File: config.mk
export PLATFORM = sky130hd
export DESIGN_NAME = ccc_alu_core
export DESIGN_NICKNAME = d
export VERILOG_FILES = /design/src/shared/ccc_pkg.sv /design/src/shared/ccc_op_if.sv /design/src/hdl/ccc_flag_calc.sv /design/src/hdl/ccc_cycle_timer.sv /design/src/hdl/ccc_alu_core.sv
export SDC_FILE = /design/constraint.sdc
export NUM_CORES = 1
export LEC_CHECK = 0
export ABC_AREA = 1
export BUFFER_PORTS_ARGS = -buffer_cell sky130_fd_sc_hd__buf_2
export CAP_MARGIN = 20
export CORE_MARGIN = 3
export CORE_UTILIZATION = 50
export CTS_BUF_LIST = sky130_fd_sc_hd__clkbuf_4
export CTS_CLUSTER_DIAMETER = 50
export DETAILED_ROUTE_END_ITERATION = 16
export PLACE_DENSITY = 0.76
export REMOVE_ABC_BUFFERS = 1
export SLEW_MARGIN = 10
export SYNTH_ARGS = -nofsm -noshare
export SYNTH_HDL_FRONTEND = slang
export SYNTH_SLANG_ARGS = --single-unit
File: constraint.sdc
create_clock -name sys_clk -period 1.63 [get_ports sys_clk]
set_input_delay 0.163 -clock sys_clk [delete_from_list [all_inputs] [get_ports sys_clk]]
set_output_delay 0.163 -clock sys_clk [all_outputs]
set_load 0.01 [all_outputs]
File: src/shared/ccc_pkg.sv
// Constants, types and opcode timing for the flag and operand execution block.
// Assumes one core clock; all counts are in core clock cycles.
`default_nettype none

package ccc_pkg;

   // Register map
   localparam logic [7:0] CCC_FLAGS_ADDR = 8'hD5;
   localparam logic [7:0] CCC_FLAGS_RST = 8'h00;

   // Flag bit positions inside condition_flags
   localparam int CCC_FLAG_C = 7;
   localparam int CCC_FLAG_Z = 6;
   localparam int CCC_FLAG_S = 5;
   localparam int CCC_FLAG_V = 4;
   localparam int CCC_FLAG_D = 3;
   localparam int CCC_FLAG_H = 2;

   // Opcodes
   localparam logic [7:0] CCC_OP_INV_CARRY = 8'hEF;
   localparam logic [7:0] CCC_OP_ZERO_R = 8'hB0;
   localparam logic [7:0] CCC_OP_ZERO_IR = 8'hB1;
   localparam logic [7:0] CCC_OP_COM_R = 8'h60;
   localparam logic [7:0] CCC_OP_COM_IR = 8'h61;
   localparam logic [7:0] CCC_OP_CMP_RR = 8'hA2;
   localparam logic [7:0] CCC_OP_CMP_RIR = 8'hA3;
   localparam logic [7:0] CCC_OP_CMP_DD = 8'hA4;
   localparam logic [7:0] CCC_OP_CMP_DIR = 8'hA5;
   localparam logic [7:0] CCC_OP_CMP_IMM = 8'hA6;

   // Execution times in core cycles
   localparam logic [3:0] CCC_CYC_SHORT = 4'h4;
   localparam logic [3:0] CCC_CYC_LONG = 4'h6;
   localparam logic [3:0] CCC_CYC_NONE = 4'h0;

   typedef enum logic [1:0] {
      CCC_ST_IDLE,
      CCC_ST_EXEC
   } ccc_state_e;

   // Cycles taken by an opcode; zero marks an opcode this block does not run
   function automatic logic [3:0] ccc_op_cycles(input logic [7:0] op);
      logic [3:0] cyc;
      cyc = CCC_CYC_NONE;
      case (op)
         CCC_OP_INV_CARRY, CCC_OP_ZERO_R, CCC_OP_ZERO_IR,
         CCC_OP_COM_R, CCC_OP_COM_IR, CCC_OP_CMP_RR: cyc = CCC_CYC_SHORT;
         CCC_OP_CMP_RIR, CCC_OP_CMP_DD, CCC_OP_CMP_DIR,
         CCC_OP_CMP_IMM: cyc = CCC_CYC_LONG;
         default: cyc = CCC_CYC_NONE;
      endcase
      return cyc;
   endfunction : ccc_op_cycles

   function automatic logic ccc_is_cmp(input logic [7:0] op);
      return (op >= CCC_OP_CMP_RR) && (op <= CCC_OP_CMP_IMM);
   endfunction : ccc_is_cmp

endpackage : ccc_pkg

`default_nettype wire

File: src/shared/ccc_op_if.sv
// Operand and flag bundle between the sequencer and the flag calculator.
// Assumes the sequencer holds the operands stable while an operation runs.
`default_nettype none

interface ccc_op_if;
   logic [7:0] opcode;
   logic [7:0] dst;
   logic [7:0] src;
   logic [7:0] flags_in;
   logic [7:0] result;
   logic [7:0] flags_out;
   logic writes_dst;

   modport core (output opcode, output dst, output src, output flags_in,
                 input result, input flags_out, input writes_dst);
   modport calc (input opcode, input dst, input src, input flags_in,
                 output result, output flags_out, output writes_dst);
endinterface : ccc_op_if

`default_nettype wire

File: src/hdl/ccc_flag_calc.sv
// Combinational result and flag calculation for the four operations.
// Assumes opcode and operands are held by the caller; no state inside.
`default_nettype none

module ccc_flag_calc
   import ccc_pkg::*;
(
   ccc_op_if.calc bus
);

   logic [8:0] diff9;
   logic [7:0] com_val;
   logic cmp_ovf;

   assign diff9 = {1'b0, bus.dst} - {1'b0, bus.src};
   assign com_val = ~bus.dst;
   // Signed overflow: operand signs differ and result sign leaves dst
   assign cmp_ovf = (bus.dst[7] ^ bus.src[7]) & (bus.dst[7] ^ diff9[7]);

   always_comb begin
      bus.result = bus.dst;
      bus.flags_out = bus.flags_in;
      bus.writes_dst = 1'b0;
      case (bus.opcode)
         CCC_OP_INV_CARRY: begin
            bus.flags_out[CCC_FLAG_C] = ~bus.flags_in[CCC_FLAG_C];
         end
         CCC_OP_ZERO_R, CCC_OP_ZERO_IR: begin
            bus.result = 8'h00;
            bus.writes_dst = 1'b1;
         end
         CCC_OP_COM_R, CCC_OP_COM_IR: begin
            bus.result = com_val;
            bus.writes_dst = 1'b1;
            bus.flags_out[CCC_FLAG_Z] = (com_val == 8'h00);
            bus.flags_out[CCC_FLAG_S] = com_val[7];
            bus.flags_out[CCC_FLAG_V] = 1'b0;
         end
         CCC_OP_CMP_RR, CCC_OP_CMP_RIR, CCC_OP_CMP_DD, CCC_OP_CMP_DIR,
         CCC_OP_CMP_IMM: begin
            bus.result = diff9[7:0];
            bus.flags_out[CCC_FLAG_C] = diff9[8];
            bus.flags_out[CCC_FLAG_Z] = (diff9[7:0] == 8'h00);
            bus.flags_out[CCC_FLAG_S] = diff9[7];
            bus.flags_out[CCC_FLAG_V] = cmp_ovf;
         end
         default: begin
            bus.result = bus.dst;
         end
      endcase
   end

endmodule : ccc_flag_calc

`default_nettype wire

File: src/hdl/ccc_cycle_timer.sv
// Down counter that marks the last cycle of an operation.
// Assumes load is only raised while the counter is idle.
`default_nettype none

module ccc_cycle_timer #(
   parameter int CNT_W = 4
) (
   input wire logic sys_clk,
   input wire logic rst_n,
   input wire logic load,
   input wire logic [CNT_W-1:0] load_value,
   output logic expire
);

   logic [CNT_W-1:0] cnt;

   generate
      if (CNT_W < 2) begin : g_bad_width
         $error("CNT_W too small for the expiry compare");
      end
   endgenerate

   always_ff @(posedge sys_clk) begin
      if (!rst_n) begin
         cnt <= '0;
      end else if (load) begin
         cnt <= load_value;
      end else if (cnt != '0) begin
         cnt <= cnt - 1'b1;
      end
   end

   assign expire = (cnt == {{(CNT_W-1){1'b0}}, 1'b1});

endmodule : ccc_cycle_timer

`default_nettype wire

File: src/hdl/ccc_alu_core.sv
// Execution unit for carry invert, clear, one's complement and compare.
// Assumes the decoder fetches both operands before raising op_valid and
// writes dst_result back itself when dst_we pulses.
//
// Local design decision: strobed register access.
`default_nettype none

// Behaviour
// - Carry invert flips carry, four cycles
// - Carry invert leaves other flags alone
// - Carry lives in flags register D5h
// - Complement inverts all destination bits
// - Complement: sign is bit 7; C,D,H kept
// - Complement always clears overflow
// - Complement and compare set zero flag
// - Compare carry means borrow occurred
// - Compare sign follows difference bit 7
// - Compare overflow is signed overflow; D,H kept
module ccc_alu_core
   import ccc_pkg::*;
#(
   parameter int CNT_W = 4
) (
   input wire logic sys_clk,
   input wire logic rst_n,
   input wire logic op_valid,
   input wire logic [7:0] opcode,
   input wire logic [7:0] dst_value,
   input wire logic [7:0] src_value,
   input wire logic [7:0] reg_addr,
   input wire logic [7:0] reg_wdata,
   input wire logic reg_wr,
   input wire logic reg_rd,
   output logic op_ready,
   output logic op_done,
   output logic dst_we,
   output logic [7:0] dst_result,
   output logic illegal_op,
   output logic [7:0] condition_flags_out,
   output logic [7:0] reg_rdata
);

   generate
      if (CNT_W < 3) begin : g_bad_width
         $error("CNT_W too small for the longest operation");
      end
   endgenerate

   ccc_state_e state;
   ccc_state_e next_state;
   logic [7:0] condition_flags;
   logic [7:0] q_opcode;
   logic [7:0] q_dst;
   logic [7:0] q_src;
   logic [7:0] next_flags;
   logic [7:0] next_rdata;

   wire [3:0] in_cycles = ccc_op_cycles(opcode);
   // Gated by op_ready so the edge that releases reset takes no request
   wire accept = op_ready && op_valid && (in_cycles != CCC_CYC_NONE);
   wire reject = op_ready && op_valid && (in_cycles == CCC_CYC_NONE);
   wire expire;
   wire commit = (state == CCC_ST_EXEC) && expire;
   wire flags_hit = (reg_addr == CCC_FLAGS_ADDR);
   wire sw_flags_wr = reg_wr && flags_hit;
   wire [CNT_W-1:0] timer_load = CNT_W'(in_cycles - 4'h1);

   ccc_op_if op_bus ();

   assign op_bus.opcode = q_opcode;
   assign op_bus.dst = q_dst;
   assign op_bus.src = q_src;
   assign op_bus.flags_in = condition_flags;

   ccc_flag_calc u_calc (
      .bus(op_bus)
   );

   ccc_cycle_timer #(
      .CNT_W(CNT_W)
   ) u_timer (
      .sys_clk(sys_clk),
      .rst_n(rst_n),
      .load(accept),
      .load_value(timer_load),
      .expire(expire)
   );

   // Instruction update beats a software write in the same cycle
   assign next_flags = commit ? op_bus.flags_out : (sw_flags_wr ? reg_wdata : condition_flags);
   // Read data only in the cycle after the strobe, zero otherwise
   assign next_rdata = (reg_rd && flags_hit) ? condition_flags : 8'h00;

   always_comb begin
      next_state = state;
      case (state)
         CCC_ST_IDLE: begin
            if (accept) begin
               next_state = CCC_ST_EXEC;
            end
         end
         CCC_ST_EXEC: begin
            if (expire) begin
               next_state = CCC_ST_IDLE;
            end
         end
         default: begin
            next_state = CCC_ST_IDLE;
         end
      endcase
   end

   always_ff @(posedge sys_clk) begin
      if (!rst_n) begin
         state <= CCC_ST_IDLE;
         op_ready <= 1'b0;
      end else begin
         state <= next_state;
         op_ready <= (next_state == CCC_ST_IDLE);
      end
   end

   always_ff @(posedge sys_clk) begin
      if (!rst_n) begin
         q_opcode <= 8'h00;
         q_dst <= 8'h00;
         q_src <= 8'h00;
      end else if (accept) begin
         q_opcode <= opcode;
         q_dst <= dst_value;
         q_src <= src_value;
      end
   end

   always_ff @(posedge sys_clk) begin
      if (!rst_n) begin
         condition_flags <= CCC_FLAGS_RST;
         condition_flags_out <= CCC_FLAGS_RST;
         reg_rdata <= 8'h00;
      end else begin
         condition_flags <= next_flags;
         condition_flags_out <= next_flags;
         reg_rdata <= next_rdata;
      end
   end

   // Operands are never written back by compare
   always_ff @(posedge sys_clk) begin
      if (!rst_n) begin
         op_done <= 1'b0;
         dst_we <= 1'b0;
         dst_result <= 8'h00;
         illegal_op <= 1'b0;
      end else begin
         op_done <= commit;
         dst_we <= commit && op_bus.writes_dst;
         if (commit) begin
            dst_result <= op_bus.result;
         end
         illegal_op <= reject;
      end
   end

   // Helpers read only by the checks below
   wire run_inv = commit && (q_opcode == CCC_OP_INV_CARRY);
   wire run_zero = commit && ((q_opcode == CCC_OP_ZERO_R) || (q_opcode == CCC_OP_ZERO_IR));
   wire run_com = commit && ((q_opcode == CCC_OP_COM_R) || (q_opcode == CCC_OP_COM_IR));
   wire run_cmp = commit && ccc_is_cmp(q_opcode);
   wire [7:0] c_mask = 8'h01 << CCC_FLAG_C;
   wire [7:0] cdh_mask = c_mask | (8'h01 << CCC_FLAG_D) | (8'h01 << CCC_FLAG_H);
   wire [7:0] dh_mask = (8'h01 << CCC_FLAG_D) | (8'h01 << CCC_FLAG_H);
endmodule : ccc_alu_core

`default_nettype wire

==> results of run 1 <==
metrics by stage:
step / util / worst slack [ns] / setup TNS, ns / cell area [um2]
floorplan: - / -0.143 / -0.229 / 2890
global placement: 0.637 / -0.181 / -0.377 / 3570
detailed placement: 0.637 / -0.245 / -0.757 / 3570
CTS: 0.672 / -0.180 / -0.519 / 3770
global route: 0.682 / -0.318 / -2.28 / 3820
finish: 0.682 / -0.190 / -0.708 / 3820
timing repair:
action	in CTS	in global routing
hold buffers	0	0
hold endpoints to repair	0	0
setup endpoints to repair	11	16
resized for setup	15	14
setup buffers	1	2
pin swaps	15	10
logic make-up after synthesis:
kind of cell    share of synthesized area
other cells                       0.00127
compound gates                      0.165
buf+inv                             0.107
xor+xnor                           0.0119
simple gates                        0.266
flops                               0.395
fa+ha+maj                          0.0536
final timing paths:
path	startpoint	to	slack [ns]	cells past startpoint
max	op_bus.dst[0]$_SDFFE_PN0P_	condition_flags[6]$_SDFFE_PN0P_	-0.19	13
min reg2reg	condition_flags[3]$_SDFFE_PN0P_	reg_rdata[3]$_SDFF_PN0_	0.45	2
min	src_value[0]	op_bus.src[0]$_SDFFE_PN0P_	0.02	3
max reg2reg	op_bus.dst[0]$_SDFFE_PN0P_	condition_flags[6]$_SDFFE_PN0P_	-0.19	13
worst min-delay path, cell delays in order:
cell	delay [ns]
buf_2	0.10
nand3_1	0.07
a21oi_1	0.06
power breakdown:
part	switching (mW)	internal, mW	total (mW)
Sequential	0.0329	1.47	1.50
Combinational	0.330	0.264	0.595
Clock	0.565	0.463	1.03
Total	0.928	2.20	3.12
state kept, by name, summed over array words and instances, names as in the netlist, 2 cells and up:
name             cells
op_bus.opcode        8
condition_flags      8
dst_result           8
u_timer.cnt          4
state                2
reg_rdata            8
op_bus.src           8
op_bus.dst           8
layout make-up:
class	instances	area (um2)
Fill cell	509	1780
Multi-Input combinational cell	288	1550
Sequential cell	58	1160
Timing Repair Buffer	103	618
Inverter	69	262
Tap cell	72	90.1
Clock inverter	7	70.1
Clock buffer	9	67.6
layer usage:
layer  GRT usage  vias up  routed length (um)
li1            -     1593                   -
met1       0.291     1367                3330
met2       0.367       81                3480
met3      0.0499       12                 475
met4       0.106        0                 112
met5           0        -                   0
cell usage in the layout (no fill, tap or decap), drive strengths merged:
cell and instances:
buf 103, nand2 97, inv 68, dfxtp 58, a21oi 47, nor2 40
o21ai 38, nand3 25, ha 11, clkbuf 9, nor3 7, clkinv 6
nand4 5, a41oi 2, xor2 2, nand3b 2, a221oi 2, xnor2 2
nor4 2, nor3b 1, a22o 1, o211ai 1, a31oi 1, fa 1
clkinvlp 1, bufinv 1, conb 1
==> impl_metrics.csv, run 1 <==
group,metric,value,unit
detailed_routing,drt-initial-drc-count,139,
die,die_h,82.7,um
detailed_routing,wl,7410,um
pwr,leakage,1.90,nW
setup_path,cp-end-kind,"flip-flop",
place,placed_cells,587,
global_route,grt_max_degree,27,
yosys,synth_async_sr_flop_share,0,
global_route,grt_pass1_vias,2779,
detailed_routing,viasPerCell,5.04,
timing,worst_clock_skew,0.0174,ns
setup_path,required,1.97,ns
die,start_util,0.525,
final_layout,drive_above_1_share,0.285,
die,ioPinCount,73,
detailed_routing,drc_errors,0,
cts,clock_sinks,58,
run_status,outcome,"finished, violations left",
cts,cts.path.max_buffers,2,
final_layout,fin_cells,606,
yosys,post-synth-top-count-cell,"nand2_1",
setup_path,cp_slowest_stage_delay,0.44,ns
cts,insertion_delay,0.42,ns
detailed_routing,vias,3053,
die,die_w,82.7,um
yosys,synthesis.area,0.00294,mm2
worst_hold_path,hp-class,"in -> reg",
timing,fin_crit,1.82,ns
timing,setup_viol_count_final,10,
timing,slew_violations,0,
final_layout,finalNetCount,586,
yosys,synth-seq-cells,58,
die,die_area,0.00684,mm2
cts,htree_levels,3,
detailed_routing,ant_nets,0,
setup_path,crit_family,"simple AND/OR/NAND/NOR gates",
setup_path,cp_max_fo,2,
detailed_routing,wl_per_cell,12.2,um
timing,rsz0062_at_grt,"true",
yosys,ys_seq_area_frac,0.395,
cts,root_buffer,"clkbuf_4",
setup_path,arrival,2.16,ns
cts,clkTransAtPathRegs,0.10,ns
yosys,yosys_most_used_dff,"dfxtp_1",
pwr,p_total,3.12,mW
setup_path,cpMostUsedCell,"nand2_1",
setup_path,crit_type,"reg -> reg",
final_layout,diodes,0,
setup_path,cp-start-kind,"flip-flop",
timing,fmax,549,MHz
final_layout,syn2layout_area_growth,30.0,%
global_route,grtUsageTotal,0.228,
yosys,syn_avg_cell_area,6.92,um2
global_route,grt_overflow,0,
cts,cts_tree,"built",
die,core,0.00561,mm2
global_route,antenna_found_initial,0,
setup_path,slowest_stage,"fa_2",
yosys,synth_top_area_share,0.395,
cts,cts-buffers-inserted,9,
timing,setup_ws,-0.190,ns
place,globalplace.congestion,0.881,
yosys,synth.area.top_cells,"dfxtp_1 39%, nand2_1 12%, inv_1 8.4%",
place,io_buffers,72,
global_route,grt_pass1_wl,11900,um
setup_path,worstPathCellList,"inv_2 > ha_4 > inv_4 > fa_2 > nor2_1 > nand2_1 > nor2_1 > nand3_1 > nor2_1 > nand2_1 > nand2_1 > nand2_1 > a21oi_1",
detailed_routing,dr.pass1.iters,4,
timing,post-route-period-util,1.12,
yosys,synth_common_cells,"94 x nand2_1, 66 x inv_1, 58 x dfxtp_1, 46 x a21oi_1",
run_status,failed_checks,"negative setup slack",
pwr,p_per_area,817,mW/mm2
yosys,yosysWarnings,0,
yosys,synth_cells,425,
yosys,synth_cell_types,35,
run,cap_violations,0,
timing,hold_viol,0,
setup_path,crit_buf_inv,2,
yosys,yosys.area.top_type,"dfxtp_1",
timing,whs,0.0189,ns
die,num_rows,27,
pwr,peakVddDrop,0.000808,V
place,hpwlAfterDp,5530,um
yosys,synth_edf_count,0,
Power figures use the tool's default switching activity.
==> inputs of run 2 (changes only) <==
==> constraint.sdc (replaced) <==
create_clock -name sys_clk -period 1.5 [get_ports sys_clk]
set_input_delay 0.15 -clock sys_clk [delete_from_list [all_inputs] [get_ports sys_clk]]
set_output_delay 0.15 -clock sys_clk [all_outputs]
set_load 0.02 [all_outputs]
==> impl_metrics.csv, run 2 (synthesis results as in run 1) <==
group,metric,value,unit
setup_path,cpMostUsedCell,"nand2_1",
global_route,grt_pass1_wl,13200,um
global_route,use_met1,0.303,
final_layout,diodes,0,
setup_path,slowest_stage,"fa_2",
timing,rsz0062_at_grt,"true",
final_layout,final_common_cell,"nand2_1",
setup_path,required,1.84,ns
detailed_routing,drc_errors,0,
setup_path,arrival,2.28,ns
cts,cts-hold-fix-buffers,0,
setup_path,r2r_start,"op_bus.dst[0]$_SDFFE_PN0P_",
pwr,peakVddDrop,0.000991,V
global_route,grt_overflow,0,
cts,cts.path.max_buffers,2,
cts,cts-buffers-inserted,9,
global_route,antenna_found_initial,0,
place,hpwlAfterDp,5650,um
setup_path,cp_max_fo,2,
setup_path,cp-end-kind,"flip-flop",
detailed_routing,vias,3384,
detailed_routing,ant_nets,0,
cts,htree_levels,3,
timing,fin_crit,1.95,ns
cts,insertion_delay,0.40,ns
pwr,leakage,2.04,nW
cts,clkTransAtPathRegs,0.09,ns
global_route,grt_pass1_vias,3062,
timing,slew_violations,0,
timing,fmax,514,MHz
final_layout,mostFrequentLayoutCells,"80 x nand2_1, 72 x buf_2, 57 x inv_1, 52 x dfxtp_1, 52 x buf_4",
setup_path,crit_path_end,"condition_flags[6]$_SDFFE_PN0P_",
run,cap_violations,0,
global_route,grtUsageMet2,0.423,
detailed_routing,drt-initial-drc-count,193,
cts,cts_tree,"built",
die,ioPinCount,73,
die,num_rows,27,
global_route,globalRouteMet3Util,0.0521,
die,start_util,0.525,
timing,whs,0.00665,ns
setup_path,crit_family,"simple AND/OR/NAND/NOR gates",
die,core,0.00561,mm2
setup_path,crit_type,"reg -> reg",
final_layout,fin_util,0.765,
setup_path,worstSetupPathDepth,13,
final_layout,syn2layout_area_growth,45.9,%
die,die_h,82.7,um
place,io_buffers,72,
timing,relSlewSlack,0.640,
setup_path,crit_buf_inv,2,
cts,root_buffer,"clkbuf_4",
final_layout,fillCellCount,407,
run_status,failed_checks,"negative setup slack",
cts,clock_sinks,58,
detailed_routing,dr.pass1.iters,5,
timing,setup_viol_count_final,11,
setup_path,crit_start,"op_bus.dst[0]$_SDFFE_PN0P_",
setup_path,reg2reg_setup_slack,-0.45,ns
setup_path,worstPathCellList,"inv_2 > ha_4 > inv_4 > fa_2 > xnor2_2 > nand2_1 > nor2_1 > nand3_1 > nor2_1 > nand2_1 > nand2_1 > nand2_1 > a21oi_2",
run_status,outcome,"finished, violations left",
timing,setup_ws,-0.447,ns
place,place_area,0.00370,mm2
die,die_w,82.7,um
detailed_routing,wl_per_cell,14.0,um
place,globalplace.congestion,0.939,
timing,worst_slew_pin_slew,0.536,ns
timing,post-route-period-util,1.30,
global_route,grtUsageTotal,0.252,
timing,hold_viol,0,
pwr,p_per_area,819,mW/mm2
timing,worst_clock_skew,0.0106,ns
final_layout,finalNetCount,615,
setup_path,cp-start-kind,"flip-flop",
setup_path,cp_slowest_stage_delay,0.37,ns
place,placed_cells,604,
setup_path,r2r-end,"condition_flags[6]$_SDFFE_PN0P_",
detailed_routing,viasPerCell,5.33,
die,die_area,0.00684,mm2
final_layout,drive_above_1_share,0.396,
final_layout,stdcell_area,0.00429,mm2
setup_path,ff2ff_path_depth,13,
global_route,busiest_layer,"met2",
detailed_routing,wl,8910,um
global_route,grt_max_degree,25,
final_layout,fin_cells,635,
worst_hold_path,hp-class,"in -> reg",
==> run 2: cell count changes in the layout (fill, tap and decap cells not counted), sizes merged <==
cell | before | now
buf | 103 | 132
inv | 68 | 67
clkinvlp | 1 | 2
==> run 2: final cells by class <==
cell class / count / area (um2) / area share
tap: 72 / 90.1 / 0.0210
multi-input combinational: 288 / 1770 / 0.413
clock buffer: 9 / 67.6 / 0.0157
clock inverter: 7 / 60.1 / 0.0140
inverter: 69 / 273 / 0.0636
timing repair buffer: 132 / 858 / 0.200
sequential: 58 / 1170 / 0.272
==> run 2: per-stage QoR <==
| stage | setup slack, ns | power (mW) | setup TNS (ns) |
|---|---|---|---|
| after floorplan | -0.273 | 2.05 | -1.20 |
| after global placement | -0.304 | 2.27 | -1.47 |
| after detailed placement | -0.429 | 2.30 | -2.34 |
| after CTS | -0.349 | 3.40 | -1.12 |
| after global routing | -0.538 | 3.68 | -2.96 |
| final | -0.447 | 3.52 | -1.86 |
==> run 2: worst min path at each step <==
stage                       from                              end  slack [ns]  cells after the start
floorplan                  rst_n       dst_result[5]$_SDFFE_PN0P_        0.25                      2
global placement    reg_wdata[5]  condition_flags[5]$_SDFFE_PN0P_        0.42                      3
detailed placement  reg_wdata[4]  condition_flags[4]$_SDFFE_PN0P_        0.43                      3
CTS                 reg_wdata[4]  condition_flags[4]$_SDFFE_PN0P_       0.003                      3
global route        reg_wdata[4]  condition_flags[4]$_SDFFE_PN0P_       0.008                      3
finish              reg_wdata[4]  condition_flags[4]$_SDFFE_PN0P_       0.007                      3
==> run 2: power breakdown <==
group | internal, mW | leakage [nW] | switching, mW
combinational | 0.364 | 1.50 | 0.438
sequential | 1.60 | 0.472 | 0.0464
clock | 0.488 | 0.0706 | 0.578
total | 2.45 | 2.04 | 1.06
==> run 2: layer usage <==
metal  vias up  wire length (um)
li1       1644                 -
met1      1542              3610
met2       164              4290
met3        34               725
met4         0               283
met5         -                 0
==> run 2: worst register-to-register path, cell delays in order, from the launching register on <==
cell and delay (ns):
dfxtp_2 0.34, inv_2 0.07, ha_4 0.14, inv_4 0.03, fa_2 0.37, xnor2_2 0.21, nand2_1 0.09, nor2_1 0.13
nand3_1 0.09, nor2_1 0.10, nand2_1 0.06, nand2_1 0.05, nand2_1 0.07, a21oi_2 0.13
==> run 2: repair_timing <==
item	4_1_cts	5_1_grt
endpoints found under the setup margin	16	17
resized for setup	50	46
pin swaps	16	20
setup buffers	8	8
==> inputs of run 3 (changes only) <==
Settings changed: PLACE_DENSITY 0.76 to 0.74, SYNTH_HIERARCHICAL set to 1.
==> impl_metrics.csv, run 3 <==
group,metric,value,unit
cts,cts-buffers-inserted,9,
setup_path,cp-start-kind,"flip-flop",
run,cap_violations,0,
cts,clock_sinks,58,
die,die_h,88.3,um
pwr,peakVddDrop,0.000675,V
cts,cts.path.max_buffers,2,
setup_path,required,1.84,ns
setup_path,crit_type,"reg -> reg",
cts,cts_tree,"built",
pwr,pwr-share-seq,0.436,
yosys,synth_cell_types,36,
place,pre_cts_ws,-0.360,ns
pwr,p_sw,1.14,mW
timing,hold_viol,0,
global_route,grt_pass1_vias,3244,
die,num_rows,29,
global_route,grt_pass1_wl,14400,um
final_layout,finalNetCount,691,
pwr,switching_share,0.299,
place,placed_cells,684,
detailed_routing,top_layer,"met4",
timing,slew_violations,0,
final_layout,syn2layout_area_growth,40.0,%
pwr,p_clk_frac,0.326,
final_layout,fin_util,0.733,
cts,clkTransAtPathRegs,0.10,ns
timing,fmax,549,MHz
die,die_area,0.00779,mm2
timing,post-route-period-util,1.21,
final_layout,mostFrequentLayoutCells,"107 x nand2_1, 96 x nor2_1, 72 x buf_2, 48 x inv_1, 47 x buf_4",
timing,setup_ws,-0.322,ns
run_status,failed_checks,"negative setup slack",
setup_path,cp_max_fo,3,
yosys,ys_seq_area_frac,0.343,
detailed_routing,viasPerCell,5.04,
timing,finalSetupTns,-1.66,ns
timing,rsz0062_at_grt,"true",
global_route,grt_overflow,0,
detailed_routing,wl,9000,um
setup_path,cp-end-kind,"flip-flop",
final_layout,diodes,0,
pwr,leakage,2.25,nW
detailed_routing,drt-initial-drc-count,160,
yosys,synth.area.top_cells,"dfxtp_1 34%, nand2_1 14%, nor2_1 11%",
place,io_buffers,72,
die,start_util,0.524,
timing,setup_viol_count_final,14,
detailed_routing,ant_nets,0,
global_route,grtUsageTotal,0.232,
die,core,0.00646,mm2
yosys,yosysWarnings,6,
cts,htree_levels,3,
pwr,internal-power,2.67,mW
yosys,synth_common_cells,"127 x nand2_1, 102 x nor2_1, 58 x dfxtp_1, 58 x inv_1, 25 x nand3_1",
global_route,grt_max_degree,25,
final_layout,drive_above_1_share,0.367,
detailed_routing,wl_per_cell,12.6,um
die,die_w,88.3,um
yosys,post-synth-top-count-cell,"nand2_1",
yosys,synth_top_area_share,0.343,
place,hpwlAfterDp,6110,um
yosys,syn_avg_cell_area,6.66,um2
detailed_routing,route.met3.wl,486,um
yosys,synth_edf_count,0,
pwr,p_per_area,804,mW/mm2
final_layout,final_common_cell,"nand2_1",
yosys,synthesis.area,0.00338,mm2
timing,fin_crit,1.82,ns
detailed_routing,dr.pass1.iters,4,
yosys,synth-seq-cells,58,
final_layout,fin_cells,715,
pwr,comb_power_share,0.237,
cts,root_buffer,"clkbuf_4",
yosys,yosys_most_used_dff,"dfxtp_1",
timing,whs,0.000703,ns
detailed_routing,wl_met1,4060,um
run_status,outcome,"finished, violations left",
timing,worst_clock_skew,0.00970,ns
yosys,synth_async_sr_flop_share,0,
detailed_routing,vias,3601,
worst_hold_path,hp-class,"in -> reg",
detailed_routing,routed-wl-met2,4210,um
yosys,yosys.area.top_type,"dfxtp_1",
global_route,antenna_found_initial,0,
yosys,synth_cells,508,
die,ioPinCount,73,
setup_path,arrival,2.16,ns
cts,insertion_delay,0.41,ns
place,globalplace.congestion,0.891,
detailed_routing,drc_errors,0,
-- run 3: kinds of logic after synthesis --
kind of cell               Yosys count  synth area share
DFF                                 58             0.343
AOI/OAI and AO/OA                   45            0.0769
adders and majority gates           13            0.0503
xor gates and xnor gates             2           0.00518
buffers and inverters               83             0.110
and+or+nand+nor                    305             0.412
other                                2           0.00222
-- run 3: routing by layer --
| metal | GRT usage | vias up |
|---|---|---|
| met3 | 0.0456 | 22 |
| met2 | 0.377 | 112 |
| met5 | 0 | - |
| met4 | 0.110 | 0 |
| met1 | 0.296 | 1612 |
| li1 | - | 1855 |
-- run 3: final timing paths --
| kind | end | slack [ns] | startpoint | depth (start not counted) |
|---|---|---|---|---|
| max reg2reg | condition_flags[7]$_SDFFE_PN0P_ | -0.32 | op_bus.dst[0]$_SDFFE_PN0P_ | 15 |
| min reg2reg | illegal_op$_SDFF_PN0_ | 0.46 | op_ready$_SDFF_PN0_ | 2 |
| max | condition_flags[7]$_SDFFE_PN0P_ | -0.32 | op_bus.dst[0]$_SDFFE_PN0P_ | 15 |
| min | condition_flags[7]$_SDFFE_PN0P_ | 0.0007 | reg_wdata[7] | 3 |
-- run 3: power groups by stage --
stage          Combinational [mW]  Sequential (mW)  Clock, mW
3_5_place_dp                0.762             1.67          0
2_1_floorplan               0.461             1.69          0
5_1_grt                      1.00             1.67       1.33
6_report                    0.904             1.66       1.24
3_3_place_gp                0.738             1.67          0
4_1_cts                     0.843             1.64       1.27
-- run 3: final cells by class --
type                            instances  area [um2]
Clock buffer                            9        67.6
Clock inverter                          7        83.8
Fill cell                             526        1720
Inverter                               65         249
Multi-Input combinational cell        367        2180
Sequential cell                        58        1180
Tap cell                               77        96.3
Timing Repair Buffer                  132         875
-- run 3: worst max-delay path: stages, from the launching register on --
cell      delay (ns)
dfxtp_2         0.33
inv_2           0.06
ha_4            0.12
inv_2           0.03
fa_2            0.40
nand2_2         0.08
nand2_2         0.06
nand3b_1        0.11
nand2_1         0.06
nand2_1         0.08
nand2_1         0.06
nand2_1         0.05
nand2_1         0.04
o21ai_1         0.07
nand2_1         0.06
a31oi_1         0.14
-- run 3: per-stage QoR --
stage	total power, mW	area, um2
floorplan	2.15	3260
global placement	2.41	4060
detailed placement	2.43	4060
CTS	3.75	4530
global route	4.01	4740
finish	3.81	4740
-- run 3: timing repair --
item	4_1_cts	5_1_grt
endpoints found under the hold margin	5	1
pin swaps	43	40
cloned	0	2
setup buffers	2	6
endpoints found under the setup margin	16	17
hold buffers	5	1
resized for setup	66	43
